<file path="config.mk">
export PLATFORM = sky130hd
export DESIGN_NAME = ubcf_core
export DESIGN_NICKNAME = d
export VERILOG_FILES = /design/src/rtl/ubcf_pkg.sv /design/src/rtl/ubcf_core.sv /design/src/rtl/ubcf_crc16.sv /design/src/rtl/ubcf_fifo.sv
export SDC_FILE = /design/constraint.sdc
export NUM_CORES = 1
export LEC_CHECK = 0
export ABC_CLOCK_PERIOD_IN_PS = 4000
export BUFFER_PORTS_ARGS = -buffer_cell sky130_fd_sc_hd__buf_2
export CAP_MARGIN = 25
export CORE_ASPECT_RATIO = 1.4
export CORE_MARGIN = 1.5
export CORE_UTILIZATION = 55
export CTS_BUF_LIST = sky130_fd_sc_hd__clkbuf_16
export CTS_CLUSTER_DIAMETER = 80
export DETAILED_ROUTE_END_ITERATION = 6
export GPL_TIMING_DRIVEN = 1
export PLACE_DENSITY_LB_ADDON = 0.15
export SYNTH_ARGS = -nofsm -noshare
export SYNTH_HDL_FRONTEND = slang
export SYNTH_SLANG_ARGS = --single-unit
</file>
<file path="constraint.sdc">
create_clock -name core_clk_i -period 4 [get_ports core_clk_i]
set_input_delay 0.2 -clock core_clk_i [delete_from_list [all_inputs] [get_ports core_clk_i]]
set_output_delay 0.2 -clock core_clk_i [all_outputs]
set_load 0.005 [all_outputs]
</file>
<file path="src/rtl/ubcf_pkg.sv">
package ubcf_pkg;

  // ----------------------------------------------------------------
  // clock and timing
  // ----------------------------------------------------------------
  localparam int CLK_PERIOD_NS = 50;
  // least strobe half-cycle used while sending (setup and hold each)
  localparam int T_CYC_NS = 120;
  localparam int CYC_CLKS_RAW = (T_CYC_NS + CLK_PERIOD_NS - 1) / CLK_PERIOD_NS;
  localparam int CYC_CLKS = (CYC_CLKS_RAW < 1) ? 1 : CYC_CLKS_RAW;
  localparam int PACE_W = 8;

  // ----------------------------------------------------------------
  // data path and crc
  // ----------------------------------------------------------------
  localparam int DATA_W = 16;
  localparam int FIFO_DEPTH = 16;
  // free words kept when pausing, covers up to four late words
  localparam int FIFO_SLACK = 4;
  localparam logic [15:0] CRC_SEED = 16'h4ABA;
  localparam logic [15:0] CRC_POLY = 16'h1021;
  localparam int MAX_BURST_BYTES = 131072;
  localparam int BYTES_PER_WORD = 2;
  localparam int MAX_BURST_WORDS = MAX_BURST_BYTES / BYTES_PER_WORD;
  localparam int WCNT_W = 17;

  // ----------------------------------------------------------------
  // types
  // ----------------------------------------------------------------
  typedef enum {
    ST_IDLE,
    ST_WAIT_ACK,
    ST_IN_SETUP,
    ST_IN_XFER,
    ST_IN_TERM,
    ST_OUT_XFER,
    ST_OUT_TERM,
    ST_CRC_WAIT,
    ST_CRC_CMP
  } ubcf_state_t;

  typedef struct packed {
    logic dmack_n;
    logic stop;
    logic host_rdy_n;
    logic host_strobe;
  } ubcf_host_pins_t;

  typedef struct packed {
    logic dmarq;
    logic dev_rdy_n;
    logic dev_strobe;
  } ubcf_dev_pins_t;

  localparam ubcf_host_pins_t HOST_PINS_IDLE = '{dmack_n: 1'b1, stop: 1'b0, host_rdy_n: 1'b1, host_strobe: 1'b1};
  localparam ubcf_dev_pins_t DEV_PINS_IDLE = '{dmarq: 1'b0, dev_rdy_n: 1'b1, dev_strobe: 1'b1};

endpackage

</file>
<file path="src/rtl/ubcf_core.sv">
// Contract
// - update crc once per data strobe edge
// - crc covers strobed words only
// - termination re-assert edge carries no data
// - crc preset to 4ABAh before first word
// - xor logic into one 16-bit register
// - crc bit n maps to line n
// - device compares host crc with own
// - crc clocked by buffer write enable; the code steps it on the buffer write request, so dropped words count too
// - one synced strobe event loads both
// - keep bursts within 131072 bytes
// - sender strobe period: any, above minimum
// - receiver takes arbitrarily slow strobes
// - stopped sender counts as paused
// - never demand another word before termination
// - device never postpones its first strobe
// - at least one word before termination
// - device signalling within bounded times
// - 90 ns mode-1 cycle is allowed
// - hold data with clock edges
// - stop strobing when recipient pauses
`timescale 1ns/1ps
`default_nettype none
module ubcf_core
  import ubcf_pkg::*;
#(
  parameter int MAX_WORDS = ubcf_pkg::MAX_BURST_WORDS,
  parameter int BUF_DEPTH = ubcf_pkg::FIFO_DEPTH
) (
  input wire logic core_clk_i,
  input wire logic rst_i,
  input wire ubcf_pkg::ubcf_host_pins_t host_pins_i,
  input wire logic [ubcf_pkg::DATA_W-1:0] dd_i,
  output ubcf_pkg::ubcf_dev_pins_t dev_pins_o,
  output logic [ubcf_pkg::DATA_W-1:0] dd_o,
  output logic dd_oe_o,
  input wire logic cmd_start_i,
  input wire logic burst_req_i,
  input wire logic dir_in_i,
  input wire logic burst_end_i,
  input wire logic tx_valid_i,
  input wire logic [ubcf_pkg::DATA_W-1:0] tx_data_i,
  output logic tx_ready_o,
  output logic rx_valid_o,
  output logic [ubcf_pkg::DATA_W-1:0] rx_data_o,
  input wire logic rx_ready_i,
  output logic crc_err_o,
  output logic crc_done_o,
  output logic overflow_o
);
  import ubcf_pkg::*;

  localparam int CNT_W = $clog2(BUF_DEPTH) + 1;

  // ----------------------------------------------------------------
  // input synchronisers
  // ----------------------------------------------------------------
  ubcf_host_pins_t pins_s1_ff, pins_s2_ff;
  logic strb_s3_ff;
  logic [DATA_W-1:0] dd_s1_ff, dd_s2_ff;
  logic strb_edge;

  always_ff @(posedge core_clk_i or posedge rst_i) begin
    if (rst_i) begin
      pins_s1_ff <= HOST_PINS_IDLE;
      pins_s2_ff <= HOST_PINS_IDLE;
      strb_s3_ff <= 1'b1;
      dd_s1_ff <= '0;
      dd_s2_ff <= '0;
    end else begin
      pins_s1_ff <= host_pins_i;
      pins_s2_ff <= pins_s1_ff;
      strb_s3_ff <= pins_s2_ff.host_strobe;
      dd_s1_ff <= dd_i;
      dd_s2_ff <= dd_s1_ff;
    end
  end

  // data and strobe share the same sync depth, so the word seen with
  // the edge is the one that was on the lines when the edge arrived
  // no period bound
  assign strb_edge = pins_s2_ff.host_strobe ^ strb_s3_ff;

  // ----------------------------------------------------------------
  // receive buffer and crc step
  // ----------------------------------------------------------------
  ubcf_state_t state_ff, nxt_state;
  logic [15:0] crc_ff, nxt_crc, crc_step_in, crc_step_out;
  logic word_rx, fifo_in_ready;
  logic [CNT_W-1:0] fifo_count;

  assign word_rx = strb_edge && (state_ff == ST_OUT_XFER);

  ubcf_fifo #(
    .WIDTH(DATA_W),
    .DEPTH(BUF_DEPTH)
  ) u_rx_fifo (
    .core_clk_i(core_clk_i),
    .rst_i(rst_i),
    .in_valid_i(word_rx),
    .in_data_i(dd_s2_ff),
    .in_ready_o(fifo_in_ready),
    .out_valid_o(rx_valid_o),
    .out_data_o(rx_data_o),
    .out_ready_i(rx_ready_i),
    .count_o(fifo_count)
  );

  ubcf_crc16 #(
    .POLY(CRC_POLY)
  ) u_crc (
    .crc_i(crc_ff),
    .data_i(crc_step_in),
    .crc_o(crc_step_out)
  );

  // ----------------------------------------------------------------
  // burst control
  // ----------------------------------------------------------------
  ubcf_dev_pins_t pins_ff, nxt_pins;
  logic [DATA_W-1:0] dd_ff, nxt_dd, host_crc_ff, nxt_host_crc;
  logic dd_oe_ff, nxt_dd_oe, tx_ready_ff, nxt_tx_ready;
  logic crc_err_ff, nxt_crc_err, crc_done_ff, nxt_crc_done;
  logic ovf_ff, nxt_ovf, is_in_ff, nxt_is_in;
  logic [WCNT_W-1:0] wcnt_ff, nxt_wcnt;
  logic [PACE_W-1:0] pace_ff, nxt_pace;
  logic stop_s, host_rdy_n_s, dmack_n_s, end_wanted, buf_near_full;

  always_comb begin
    stop_s = pins_s2_ff.stop;
    host_rdy_n_s = pins_s2_ff.host_rdy_n;
    dmack_n_s = pins_s2_ff.dmack_n;
    end_wanted = (burst_end_i || (wcnt_ff == WCNT_W'(MAX_WORDS))) && (wcnt_ff != '0);
    buf_near_full = (fifo_count >= CNT_W'(BUF_DEPTH - FIFO_SLACK));
  end

  always_comb begin
    nxt_state = state_ff;
    nxt_pins = pins_ff;
    nxt_dd = dd_ff;
    nxt_dd_oe = dd_oe_ff;
    nxt_tx_ready = 1'b0;
    nxt_crc = crc_ff;
    crc_step_in = dd_s2_ff;
    nxt_host_crc = host_crc_ff;
    nxt_crc_done = 1'b0;
    nxt_is_in = is_in_ff;
    nxt_wcnt = wcnt_ff;
    nxt_pace = (pace_ff != '0) ? pace_ff - PACE_W'(1) : pace_ff;
    nxt_ovf = ovf_ff;
    nxt_crc_err = crc_err_ff;
    case (state_ff)
      ST_IDLE: begin
        nxt_pins = DEV_PINS_IDLE;
        nxt_dd_oe = 1'b0;
        if (burst_req_i) begin
          nxt_pins.dmarq = 1'b1;
          nxt_is_in = dir_in_i;
          nxt_state = ST_WAIT_ACK;
        end
      end
      ST_WAIT_ACK: begin
        if (!dmack_n_s) begin
          nxt_crc = CRC_SEED;
          nxt_wcnt = '0;
          if (is_in_ff) begin
            nxt_dd_oe = 1'b1;
            nxt_pace = '0;
            nxt_state = ST_IN_SETUP;
          end else begin
            nxt_pins.dev_rdy_n = 1'b0;
            nxt_state = ST_OUT_XFER;
          end
        end
      end
      ST_IN_SETUP: begin
        if (stop_s) begin
          nxt_state = ST_IN_TERM;
        end else if (end_wanted) begin
          nxt_pins.dmarq = 1'b0;
          nxt_state = ST_IN_TERM;
        end else if (tx_ready_ff && tx_valid_i) begin
          // data changes a full hold after the edge
          nxt_dd = tx_data_i;
          nxt_pace = PACE_W'(CYC_CLKS - 1);
          nxt_state = ST_IN_XFER;
        end else begin
          // ask for data as soon as allowed
          nxt_tx_ready = (pace_ff == '0) && !host_rdy_n_s;
        end
      end
      ST_IN_XFER: begin
        if (stop_s) begin
          nxt_state = ST_IN_TERM;
        end else if ((pace_ff == '0) && !host_rdy_n_s) begin
          // paced at least CYC_CLKS per half
          nxt_pins.dev_strobe = ~pins_ff.dev_strobe;
          crc_step_in = dd_ff;
          nxt_crc = crc_step_out;
          nxt_wcnt = wcnt_ff + WCNT_W'(1);
          nxt_pace = PACE_W'(CYC_CLKS - 1);
          nxt_state = ST_IN_SETUP;
        end
        // hold the edge while recipient pauses
      end
      ST_IN_TERM: begin
        if (stop_s) begin
          nxt_pins.dmarq = 1'b0;
          nxt_pins.dev_strobe = 1'b1;
          nxt_dd_oe = 1'b0;
          nxt_state = ST_CRC_WAIT;
        end
      end
      ST_OUT_XFER: begin
        // pause early enough for the words still in flight
        nxt_pins.dev_rdy_n = buf_near_full;
        if (word_rx) begin
          // same strobe event as the buffer write request, including a word dropped when the buffer is full
          nxt_crc = crc_step_out;
          nxt_wcnt = wcnt_ff + WCNT_W'(1);
          if (!fifo_in_ready) begin
            nxt_ovf = 1'b1;
          end
        end
        if (stop_s) begin
          nxt_state = ST_OUT_TERM;
        end else if (end_wanted) begin
          nxt_pins.dmarq = 1'b0;
          nxt_state = ST_OUT_TERM;
        end
      end
      ST_OUT_TERM: begin
        nxt_pins.dev_rdy_n = 1'b1;
        if (stop_s) begin
          nxt_pins.dmarq = 1'b0;
          nxt_state = ST_CRC_WAIT;
        end
      end
      ST_CRC_WAIT: begin
        // host drives crc for either direction
        if (dmack_n_s) begin
          nxt_host_crc = dd_s2_ff;
          nxt_state = ST_CRC_CMP;
        end
      end
      ST_CRC_CMP: begin
        nxt_crc_done = 1'b1;
        if (host_crc_ff != crc_ff) begin
          nxt_crc_err = 1'b1;
        end
        nxt_state = ST_IDLE;
      end
      default: begin
        nxt_state = ST_IDLE;
      end
    endcase
    // new command clears, a same-cycle error wins
    if (cmd_start_i && !(state_ff == ST_CRC_CMP && host_crc_ff != crc_ff)) begin
      nxt_crc_err = 1'b0;
    end
    if (cmd_start_i && !(word_rx && !fifo_in_ready)) begin
      nxt_ovf = 1'b0;
    end
  end

  always_ff @(posedge core_clk_i or posedge rst_i) begin
    if (rst_i) begin
      state_ff <= ST_IDLE;
      pins_ff <= DEV_PINS_IDLE;
      dd_ff <= '0;
      dd_oe_ff <= 1'b0;
      tx_ready_ff <= 1'b0;
      crc_ff <= CRC_SEED;
      host_crc_ff <= '0;
      crc_done_ff <= 1'b0;
      crc_err_ff <= 1'b0;
      is_in_ff <= 1'b0;
      wcnt_ff <= '0;
      pace_ff <= '0;
      ovf_ff <= 1'b0;
    end else begin
      state_ff <= nxt_state;
      pins_ff <= nxt_pins;
      dd_ff <= nxt_dd;
      dd_oe_ff <= nxt_dd_oe;
      tx_ready_ff <= nxt_tx_ready;
      crc_ff <= nxt_crc;
      host_crc_ff <= nxt_host_crc;
      crc_done_ff <= nxt_crc_done;
      crc_err_ff <= nxt_crc_err;
      is_in_ff <= nxt_is_in;
      wcnt_ff <= nxt_wcnt;
      pace_ff <= nxt_pace;
      ovf_ff <= nxt_ovf;
    end
  end

  // ----------------------------------------------------------------
  // outputs
  // ----------------------------------------------------------------
  assign dev_pins_o = pins_ff;
  assign dd_o = dd_ff;
  assign dd_oe_o = dd_oe_ff;
  assign tx_ready_o = tx_ready_ff;
  assign crc_err_o = crc_err_ff;
  assign crc_done_o = crc_done_ff;
  assign overflow_o = ovf_ff;

endmodule // ubcf_core
`default_nettype wire

</file>
<file path="src/rtl/ubcf_crc16.sv">
`timescale 1ns/1ps
`default_nettype none
module ubcf_crc16 #(
  parameter logic [15:0] POLY = 16'h1021
) (
  input wire logic [15:0] crc_i,
  input wire logic [15:0] data_i,
  output logic [15:0] crc_o
);
  // ----------------------------------------------------------------
  // one word clock of xor next-state logic, bit n to line n
  // ----------------------------------------------------------------
  logic [15:0] acc;
  logic fb;

  always_comb begin
    acc = crc_i;
    fb = 1'b0;
    for (int i = 15; i >= 0; i--) begin
      fb = acc[15] ^ data_i[i];
      acc = {acc[14:0], 1'b0} ^ (fb ? POLY : 16'h0000);
    end
    crc_o = acc;
  end
endmodule // ubcf_crc16
`default_nettype wire

</file>
<file path="src/rtl/ubcf_fifo.sv">
`timescale 1ns/1ps
`default_nettype none
module ubcf_fifo #(
  parameter int WIDTH = 16,
  parameter int DEPTH = 16
) (
  input wire logic core_clk_i,
  input wire logic rst_i,
  input wire logic in_valid_i,
  input wire logic [WIDTH-1:0] in_data_i,
  output logic in_ready_o,
  output logic out_valid_o,
  output logic [WIDTH-1:0] out_data_o,
  input wire logic out_ready_i,
  output logic [$clog2(DEPTH):0] count_o
);
  localparam int AW = $clog2(DEPTH);

  logic [WIDTH-1:0] mem_ff [DEPTH];
  logic [AW:0] wr_ff, nxt_wr, rd_ff, nxt_rd;
  logic do_wr, do_rd;

  // ----------------------------------------------------------------
  // pointers
  // ----------------------------------------------------------------
  always_comb begin
    count_o = wr_ff - rd_ff;
    in_ready_o = (count_o != (AW+1)'(DEPTH));
    out_valid_o = (wr_ff != rd_ff);
    out_data_o = mem_ff[rd_ff[AW-1:0]];
    do_wr = in_valid_i && in_ready_o;
    do_rd = out_valid_o && out_ready_i;
    nxt_wr = wr_ff + (AW+1)'(do_wr);
    nxt_rd = rd_ff + (AW+1)'(do_rd);
  end

  always_ff @(posedge core_clk_i or posedge rst_i) begin
    if (rst_i) begin
      wr_ff <= '0;
      rd_ff <= '0;
    end else begin
      wr_ff <= nxt_wr;
      rd_ff <= nxt_rd;
    end
  end

  // storage has no reset; only written words are ever read
  always_ff @(posedge core_clk_i) begin
    if (do_wr) begin
      mem_ff[wr_ff[AW-1:0]] <= in_data_i;
    end
  end
endmodule // ubcf_fifo
`default_nettype wire

</file>
==> results_dict.tcl, run 1 <==
set metrics [dict create \
    status "completed" \
    path_class "register to output pin" \
    grt-ovfl-total 0 \
    hp-start "tx_valid_i" \
    drt_iter0_drc 537 \
    rsz0062_at_grt "no" \
    layout-drive-gt1-share_pct 27.96 \
    port_buffers 84 \
    dieWidth_um 147.6 \
    path_clk_slew_ps 60 \
    place_ws_ps 312.3 \
    ys_ff_latch 393 \
    period_share_pct 91.75 \
    hold_class "primary input to register" \
    drtPass1Iterations 5 \
    synth_edf_count 256 \
    path_max_fanout 40 \
    finalHoldViolations 0 \
    fin_skew_ps 19.91 \
    worst_slew_pin_slew_ps 983.7 \
    maxCapViolCount 0 \
    slew_headroom_pct 34.42 \
    synth_warnings 0 \
    ys_async_sr_fraction_pct 34.86 \
    gp_congestion 0.8476 \
    final_net_count 1175 \
    min_period_ps 3670 \
    crit_arrival_ps 3470 \
    synth_nets 1017 \
    final_area_um2 18720 \
    regToRegStartpoint "pace_ff[0]$_DFF_PP0_" \
    clk-insertion-delay-late_ps 530 \
    antenna_found_initial 0 \
    yosysSeqAreaShare_pct 69.20 \
    grtUsageTotal_pct 23.37 \
    cts_max_level 2 \
    crit_path_end_kind "output pin" \
    vias 8679 \
    r2r_cells 10 \
    final_common_cell "edfxtp_1" \
    n_antenna_cell 0 \
    place_area_um2 17190 \
    syn_area_um2 16090 \
    dieHeight_um 205.4 \
    cp-startpoint "u_rx_fifo.rd_ff[0]$_DFF_PP0_" \
    setup_viol 0 \
    core_area_um2 28590 \
    endpoint "rx_data_o[0]" \
    p_leak_nw 7.137 \
    grt_pass1_vias 9047 \
    clock-root-buffer "clkbuf_16" \
    drv_slew 0 \
    wl_um 34030 \
    power_density_nw_per_um2 658.4 \
    cts_buffer_depth 3 \
    dieArea_um2 30310 \
    cts.sink_count 393 \
    cp-start-kind "register" \
    post_cts_buffers 0 \
    areaGrowthSynthToFinish_pct 16.32 \
    cts_hold_buf 41 \
    fmax_mhz 272.5 \
    hold_path_depth 3 \
    io_pins 85 \
    grt_max_degree 95 \
    ir_worst_vdd_mv 0.5051 \
    ant_nets 0 \
    ctsResizeCount 0 \
    finalSetupTns_ps 0 \
    cts_inserted_buffers 37 \
    setup_slack_ps 330.1 \
    synthCells 962 \
    wl_per_cell_um 22.35 \
    r2r-end "crc_ff[8]$_DFFE_PP0P_" \
    hpwl_um 20830 \
    syn_area_per_cell_um2 16.73 \
    ys.flop_type "edfxtp_1" \
    cts_tree "yes" \
    drcViolationCount 0 \
    grt_pass1_wl_um 52120 \
    layout_common_cells "edfxtp_1 (256), dfrtp_1 (118), buf_2 (84)" \
    initial_utilization_pct 56.29 \
    r2r_setup_slack_ps 350 \
    vias_per_cell 5.699 \
    num_rows 73 \
    synth_cell_type_count 57 \
    required_ps 3800 \
]
## critical path: stages (launching register included)
cell and delay, ps:
dfrtp_4 400, buf_4 620, buf_4 590, mux4_2 590, mux4_2 530, buf_2 150
## metrics by stage
stage	total power [mW]	util, %	std cells	hold WS, ps
final	12.33	65.48	1523	70.72
after global routing	12.99	65.48	1523	68.84
after CTS	12.47	65.48	1523	45.46
after detailed placement	9.182	60.12	1415	306.2
after global placement	9.133	60.12	1415	306.8
after floorplan	8.085	-	962	204.5
## report_power, final
| group | total (mW) | switching, mW | internal [mW] |
|---|---|---|---|
| registers | 5.08 | 0.353 | 4.72 |
| clock network | 3.25 | 1.45 | 1.80 |
| logic | 4.00 | 2.02 | 1.99 |
| total | 12.3 | 3.82 | 8.50 |
## state kept, by name (all words and copies together) (netlist names), 3 cells and up
| name | cells |
|---|---|
| dd_o | 16 |
| dd_s1_ff | 16 |
| wcnt_ff | 17 |
| u_rx_fifo.rd_ff | 5 |
| pace_ff | 8 |
| u_rx_fifo.wr_ff | 5 |
| dd_s2_ff | 16 |
| dev_pins_o | 3 |
| host_crc_ff | 16 |
| crc_ff | 16 |
| pins_s1_ff | 4 |
| state_ff | 4 |
| u_rx_fifo.mem_ff | 256 |
## kinds of logic (layout without fill, tap and decap cells)
group | count (synthesis) | in the layout | synth area share (%)
compound gates | 73 | 73 | 2.713
mux | 115 | 115 | 13.75
fa+ha+maj | 11 | 11 | 0.8552
flops | 393 | 393 | 69.20
buf+inv | 55 | 241 | 1.376
simple gates | 222 | 222 | 6.391
xor+xnor | 93 | 93 | 5.707
## area by class of cell
class | instances | area (um2)
Sequential cell | 393 | 11140
Clock inverter | 29 | 170.2
Timing Repair Buffer | 157 | 1134
Tap cell | 375 | 469.2
Fill cell | 2016 | 9869
Multi-Input combinational cell | 514 | 4785
Inverter | 17 | 68.82
Clock buffer | 38 | 950.9
## cell usage after synthesis, types with 3 or more instances
| cell | n | share of area, % |
|---|---|---|
| edfxtp_1 | 256 | 48 |
| nor4_1 | 9 | 0.35 |
| nor2b_1 | 3 | 0.12 |
| nand3_1 | 24 | 0.75 |
| mux4_2 | 80 | 11 |
| ha_1 | 11 | 0.86 |
| o31ai_1 | 4 | 0.19 |
| dfstp_2 | 17 | 2.8 |
| o22a_1 | 4 | 0.22 |
| o22ai_1 | 3 | 0.12 |
| xnor3_2 | 3 | 0.44 |
| inv_1 | 14 | 0.33 |
| nor3_1 | 12 | 0.37 |
| mux2i_1 | 13 | 0.81 |
| clkbuf_1 | 28 | 0.65 |
| mux2i_4 | 3 | 0.42 |
| buf_1 | 8 | 0.19 |
| and3_1 | 5 | 0.19 |
| o21ai_1 | 3 | 0.093 |
| nor2_1 | 63 | 1.5 |
| a21oi_1 | 17 | 0.53 |
| nand2b_1 | 4 | 0.16 |
| mux2_2 | 19 | 1.3 |
| a31oi_1 | 3 | 0.12 |
| dfrtp_1 | 120 | 19 |
| nand3b_1 | 3 | 0.14 |
| xnor2_1 | 46 | 2.5 |
| xor2_2 | 3 | 0.30 |
| nand4_1 | 6 | 0.23 |
| xnor2_2 | 3 | 0.30 |
| or2_2 | 3 | 0.12 |
| nand2_1 | 78 | 1.8 |
| xor2_1 | 37 | 2.0 |
| o21ai_0 | 28 | 0.87 |
## worst min path at each step
stage,to
2_1_floorplan,pins_s1_ff[0]$_DFF_PP1_
3_5_place_dp,pins_s1_ff[3]$_DFF_PP1_
6_report,tx_ready_o$_DFF_PP0_
5_1_grt,tx_ready_o$_DFF_PP0_
4_1_cts,tx_ready_o$_DFF_PP0_
3_3_place_gp,pins_s1_ff[1]$_DFF_PP1_
## per-layer routing
metal / track usage [%] / up-vias / part of all wire (%) / wire (um)
met5: 0 / - / 0 / 0
met4: 8.964 / 0 / 3.3 / 1127
met3: 3.104 / 69 / 4.4 / 1508
met2: 42.09 / 248 / 53 / 18180
met1: 28.70 / 4406 / 39 / 13210
li1: - / 3956 / - / -
Power figures use the tool's default switching activity.
==> inputs of run 2 (changes only) <==
--- a/config.mk
+++ b/config.mk
@@ -5,9 +5,11 @@
 export SDC_FILE = /design/constraint.sdc
 export NUM_CORES = 1
 export LEC_CHECK = 0
-export ABC_CLOCK_PERIOD_IN_PS = 4000
+export ABC_CLOCK_PERIOD_IN_PS = 4500
 export BUFFER_PORTS_ARGS = -buffer_cell sky130_fd_sc_hd__buf_2
 export CAP_MARGIN = 25
+export CELL_PAD_IN_SITES_DETAIL_PLACEMENT = 0
+export CELL_PAD_IN_SITES_GLOBAL_PLACEMENT = 1
 export CORE_ASPECT_RATIO = 1.4
 export CORE_MARGIN = 1.5
 export CORE_UTILIZATION = 55
==> constraint.sdc (replaced) <==
create_clock -name core_clk_i -period 4.5 [get_ports core_clk_i]
set_input_delay 0.225 -clock core_clk_i [delete_from_list [all_inputs] [get_ports core_clk_i]]
set_output_delay 0.225 -clock core_clk_i [all_outputs]
set_load 0.005 [all_outputs]
==> results_dict.tcl, run 2 (synthesis gave the netlist of run 1 again) <==
set metrics [dict create \
    period_share_pct 84.17 \
    regToRegStartpoint "pace_ff[0]$_DFF_PP0_" \
    setup_slack_ps 712.2 \
    grt_max_degree 99 \
    dieWidth_um 147.6 \
    cts.sink_count 393 \
    finalNonFillerCells 1517 \
    slew_headroom_pct 34.56 \
    r2r_cells 10 \
    grt-ovfl-total 0 \
    grtUsageTotal_pct 23.75 \
    critical-path-max-stage-delay_ps 710 \
    drv_slew 0 \
    hp-start "rx_ready_i" \
    rsz0062_at_grt "no" \
    p_leak_nw 7.115 \
    antenna_found_initial 0 \
    fin_skew_ps 14.34 \
    io_pins 85 \
    wl_per_cell_um 22.62 \
    dieArea_um2 30310 \
    required_ps 4930 \
    final_net_count 1169 \
    maxCapViolCount 0 \
    r2r_setup_slack_ps 710 \
    min_to "u_rx_fifo.rd_ff[0]$_DFF_PP0_" \
    cts_inserted_buffers 38 \
    ir_worst_vdd_mv 0.3610 \
    core_area_um2 28590 \
    num_rows 73 \
    drt_iter0_drc 612 \
    largest_reg_flops 256 \
    nFillCells 2046 \
    cp-startpoint "pace_ff[0]$_DFF_PP0_" \
    gp_congestion 0.8943 \
    path_max_fanout 18 \
    r2r-end "crc_ff[7]$_DFFE_PP1P_" \
    port_buffers 84 \
    ctsResizeCount 0 \
    drtPass1Iterations 5 \
    cts_hold_buf 40 \
    vias 8718 \
    layout-drive-gt1-share_pct 26.53 \
    vias_per_cell 5.747 \
    clk-insertion-delay-late_ps 540 \
    cts_tree "yes" \
    grt_pass1_vias 9004 \
    drcViolationCount 0 \
    fmax_mhz 264.0 \
    hold_class "primary input to register" \
    hold_path_depth 3 \
    min_period_ps 3788 \
    ant_nets 0 \
    dieHeight_um 205.4 \
    dp_cells 1409 \
    layout_common_cells "edfxtp_1 (256), dfrtp_1 (118), buf_2 (84)" \
    crit_chain "inv_1, ha_1, or4b_4, or4_4, mux2i_1, xnor2_1, xnor3_2, xnor2_2, xnor2_1, a21oi_1" \
    place_ws_ps 736.2 \
    finalHoldViolations 0 \
    cp-start-kind "register" \
    post_cts_buffers 0 \
    clock-root-buffer "clkbuf_16" \
    cts_buffer_depth 3 \
    cp_slowest_cell "or4_4" \
    finalSetupTns_ps 0 \
    power_density_nw_per_um2 588.2 \
    areaGrowthSynthToFinish_pct 15.77 \
    path_clk_slew_ps 70 \
    final_common_cell "edfxtp_1" \
    crit_arrival_ps 4220 \
    n_antenna_cell 0 \
    crit_path_end_kind "register" \
    status "completed" \
    hpwl_um 21070 \
    grt_pass1_wl_um 53020 \
    setup_viol 0 \
    whs_ps 38.40 \
    cts_max_level 2 \
    path_class "register to register" \
    initial_utilization_pct 56.29 \
    worst_slew_pin_slew_ps 981.6 \
    crit_top_cell "xnor2_1" \
    wl_um 34310 \
]
-- run 2: cell count changes in the layout (fill, tap and decap cells not counted), sizes merged --
cell         before  now
buf             116  110
dlygate4sd3      41   40
clkinvlp          2    1
clkinv           21   20
inv              22   25
-- run 2: how the worst max path moves through the flow --
| stage | depth (start not counted) | slack (ps) | end |
|---|---|---|---|
| global placement | 10 | 830 | crc_ff[8]$_DFFE_PP0P_ |
| floorplan | 12 | 400 | u_rx_fifo.mem_ff[2][0]$_DFFE_PP_ |
| global route | 5 | 500 | rx_data_o[6] |
| finish | 10 | 710 | crc_ff[7]$_DFFE_PP1P_ |
| detailed placement | 10 | 740 | crc_ff[8]$_DFFE_PP0P_ |
| CTS | 5 | 620 | rx_data_o[6] |
-- run 2: report_power, final --
group | total, mW | internal, mW | leakage, nW | switching [mW]
sequential | 4.57 | 4.20 | 4.01 | 0.374
combinational | 3.47 | 1.75 | 2.52 | 1.73
clock | 2.91 | 1.60 | 0.587 | 1.31
-- run 2: routing by layer --
| metal | vias up | global-route usage, % | routed length, um | part of all wire (%) |
|---|---|---|---|---|
| met5 | - | 0 | 0 | 0 |
| met4 | 0 | 8.893 | 1117 | 3.3 |
| met3 | 67 | 3.459 | 1558 | 4.5 |
| met2 | 259 | 42.79 | 18430 | 54 |
| met1 | 4454 | 29.00 | 13210 | 38 |
| li1 | 3938 | - | - | - |
-- run 2: critical path: cells and delay by family (launching register included) --
| family | cells | cell delay, ps |
|---|---|---|
| flops | 1 | 370 |
| simple gates | 2 | 1210 |
| buf+inv | 1 | 100 |
| fa+ha+maj | 1 | 210 |
| mux | 1 | 210 |
| compound gates | 1 | 90 |
| xor+xnor | 4 | 1480 |
-- run 2: area by class of cell --
type	count	area (um2)	share of cell area (%)
flip-flops and latches	393	11140	59.80
multi-input cells	514	4755	25.52
repair buffers	150	1066	5.722
clock buffers	38	950.9	5.104
well taps	375	469.2	2.518
clock inverters	30	178.9	0.9604
inverters	17	68.82	0.3694
-- run 2: metrics by stage --
step | power, mW | area, um2 | utilization [%]
5_1_grt | 11.53 | 18630 | 65.17
3_5_place_dp | 8.132 | 17100 | 59.81
4_1_cts | 11.08 | 18630 | 65.17
2_1_floorplan | 7.182 | 16090 | -
3_3_place_gp | 8.103 | 17100 | 59.81
6_report | 10.96 | 18630 | 65.17
==> inputs of run 3 (changes only) <==
--- a/config.mk
+++ b/config.mk
@@ -5,14 +5,14 @@
 export SDC_FILE = /design/constraint.sdc
 export NUM_CORES = 1
 export LEC_CHECK = 0
-export ABC_CLOCK_PERIOD_IN_PS = 4500
+export ABC_CLOCK_PERIOD_IN_PS = 3200
 export BUFFER_PORTS_ARGS = -buffer_cell sky130_fd_sc_hd__buf_2
 export CAP_MARGIN = 25
 export CELL_PAD_IN_SITES_DETAIL_PLACEMENT = 0
 export CELL_PAD_IN_SITES_GLOBAL_PLACEMENT = 1
 export CORE_ASPECT_RATIO = 1.4
 export CORE_MARGIN = 1.5
-export CORE_UTILIZATION = 55
+export CORE_UTILIZATION = 47
 export CTS_BUF_LIST = sky130_fd_sc_hd__clkbuf_16
 export CTS_CLUSTER_DIAMETER = 80
 export DETAILED_ROUTE_END_ITERATION = 6
==> constraint.sdc (replaced) <==
create_clock -name core_clk_i -period 3.2 [get_ports core_clk_i]
set_input_delay 0.16 -clock core_clk_i [delete_from_list [all_inputs] [get_ports core_clk_i]]
set_output_delay 0.16 -clock core_clk_i [all_outputs]
set_load 0.005 [all_outputs]
==> results_dict.tcl, run 3 (synthesis gave the netlist of run 1 again) <==
set metrics [dict create \
    cts_tree "yes" \
    worst_slew_pin_slew_ps 1026 \
    required_ps 3610 \
    p_sw_mw 5.123 \
    drcViolationCount 0 \
    antenna_found_initial 0 \
    grt_pass1_wl_um 55550 \
    slew_headroom_pct 31.57 \
    grt-ovfl-total 0 \
    port_buffers 84 \
    violations "negative setup slack" \
    layout-drive-gt1-share_pct 32.92 \
    dieWidth_um 159.4 \
    num_rows 80 \
    cp-start-kind "register" \
    wl_um 36540 \
    drv_slew 0 \
    fmax_mhz 309.2 \
    path_clk_slew_ps 70 \
    p_sw_share_pct 31.10 \
    clkPwrFrac_pct 26.8 \
    cts.sink_count 393 \
    final_common_cell "edfxtp_1" \
    n_antenna_cell 0 \
    crit_chain "inv_2, ha_4, or4b_4, or4_4, buf_6, mux2i_1, xnor2_1, xnor3_2, xnor2_4, xor2_1, o21ai_0" \
    initial_utilization_pct 47.43 \
    p_seq_share_pct 38.1 \
    ant_nets 0 \
    wl_per_cell_um 22.13 \
    period_share_pct 101.1 \
    maxCapViolCount 0 \
    utilization_pct 57.99 \
    min_period_ps 3234 \
    grt_max_degree 67 \
    ir_worst_vdd_mv 0.5774 \
    largest_reg_flops 256 \
    vias_per_cell 5.392 \
    final_area_um2 19680 \
    p_leak_nw 7.508 \
    cts_max_level 2 \
    fin_skew_ps 13.49 \
    critPathBufInv 2 \
    cpLargestDelayFamily "simple AND/OR/NAND/NOR gates" \
    hpwl_um 22400 \
    grtUsageTotal_pct 21.19 \
    setup_slack_ps -33.94 \
    combPwrFrac_pct 35.1 \
    vias 8903 \
    layout_common_cells "edfxtp_1 (256), dfrtp_1 (118), buf_2 (84)" \
    final_net_count 1225 \
    clock-root-buffer "clkbuf_16" \
    cts_inserted_buffers 38 \
    p_int_mw 11.35 \
    status "finished, violations left" \
    hold_class "primary input to register" \
    cts_buffer_depth 3 \
    path_max_fanout 6 \
    finalHoldViolations 0 \
    place_area_um2 17840 \
    grt_pass1_vias 9350 \
    rsz0062_at_grt "yes" \
    cp_slowest_cell "or4_4" \
    drtPass1Iterations 5 \
    setup_viol 4 \
    areaGrowthSynthToFinish_pct 22.27 \
    io_pins 85 \
    crit_path_end_kind "register" \
    core_area_um2 33930 \
    critical-path-max-stage-delay_ps 620 \
    crit_arrival_ps 3640 \
    power_density_nw_per_um2 837.1 \
    dieArea_um2 35380 \
    power_mw 16.47 \
    gp_congestion 0.8637 \
    dieHeight_um 221.9 \
    clk-insertion-delay-late_ps 540 \
    path_class "register to register" \
    drt_iter0_drc 473 \
]
==> run 3: cell count changes in the layout (fill, tap and decap cells not counted), moves of 5 or more <==
cell,before,now
buf_12,4,19
buf_4,22,57
inv_1,21,16
nor2_1,63,51
nor2_2,0,12
xnor2_1,46,34
xnor2_2,3,11
==> run 3: final timing paths <==
| path | start | to | slack (ps) | cells past startpoint |
|---|---|---|---|---|
| setup / recovery | pace_ff[1]$_DFF_PP0_ | crc_ff[8]$_DFFE_PP0P_ | -30 | 11 |
| hold / removal | dd_i[7] | dd_s1_ff[7]$_DFF_PP0_ | 250 | 2 |
| setup reg to reg | pace_ff[1]$_DFF_PP0_ | crc_ff[8]$_DFFE_PP0P_ | -30 | 11 |
| hold reg to reg | pins_s1_ff[2]$_DFF_PP0_ | stop_s$_DFF_PP0_ | 340 | 0 |
| max in group asynchronous | rst_i | crc_ff[11]$_DFFE_PP1P_ | 1960 | 4 |
| min in group asynchronous | rst_i | dd_s1_ff[0]$_DFF_PP0_ | 350 | 3 |
==> run 3: area by class of cell <==
| cell class | count | area, um2 |
|---|---|---|
| clock buffers | 38 | 950.9 |
| well taps | 451 | 564.3 |
| repair buffers | 205 | 1683 |
| inverters | 17 | 67.56 |
| multi-input cells | 515 | 5004 |
| fillers | 2602 | 14250 |
| clock inverters | 32 | 266.5 |
| flip-flops and latches | 393 | 11140 |
==> run 3: stage by stage <==
stage | setup TNS (ps) | std cells | hold WS [ps] | worst slack, ps
final | -80.36 | 1651 | 249.8 | -33.94
after global routing | -1537 | 1651 | 238.9 | -174.8
after CTS | -14.82 | 1647 | 228.7 | -7.035
after detailed placement | -51.82 | 1533 | 267.9 | -28.04
after global placement | -0.6466 | 1533 | 265.1 | -0.6466
after floorplan | -290.5 | 962 | 164.5 | -18.15
==> run 3: repair_timing <==
item | in CTS | in global routing
cloned | 1 | 0
gates resized for setup | 8 | 17
hold buffers | 42 | 0
hold endpoints to repair | 75 | 0
pin swaps | 1 | 17
buffers inserted | 1 | 5
endpoints found under the setup margin | 8 | 18
==> run 3: power by group through the flow <==
stage	clock network, mW	logic [mW]	registers [mW]
after global routing	4.71	6.32	6.32
after CTS	4.52	5.72	6.27
after global placement	0	5.49	6.37
after floorplan	0	3.91	6.27
after detailed placement	0	5.52	6.37
final	4.42	5.79	6.27
==> run 3: metal layers <==
metal	vias to the layer above	track usage [%]	share of wire (%)	wire length, um
li1	4055	-	-	-
met1	4543	24.26	37	13670
met2	220	39.10	55	19940
met3	85	3.255	3.7	1338
met4	0	9.130	4.4	1594
met5	-	0	0	0
==> run 3: worst reg2reg max path: stages (launching register included) <==
cell and delay [ps]:
dfrtp_1 390, inv_2 80, ha_4 130, or4b_4 460
or4_4 620, buf_6 180, mux2i_1 130, xnor2_1 280
xnor3_2 380, xnor2_4 210, xor2_1 160, o21ai_0 90
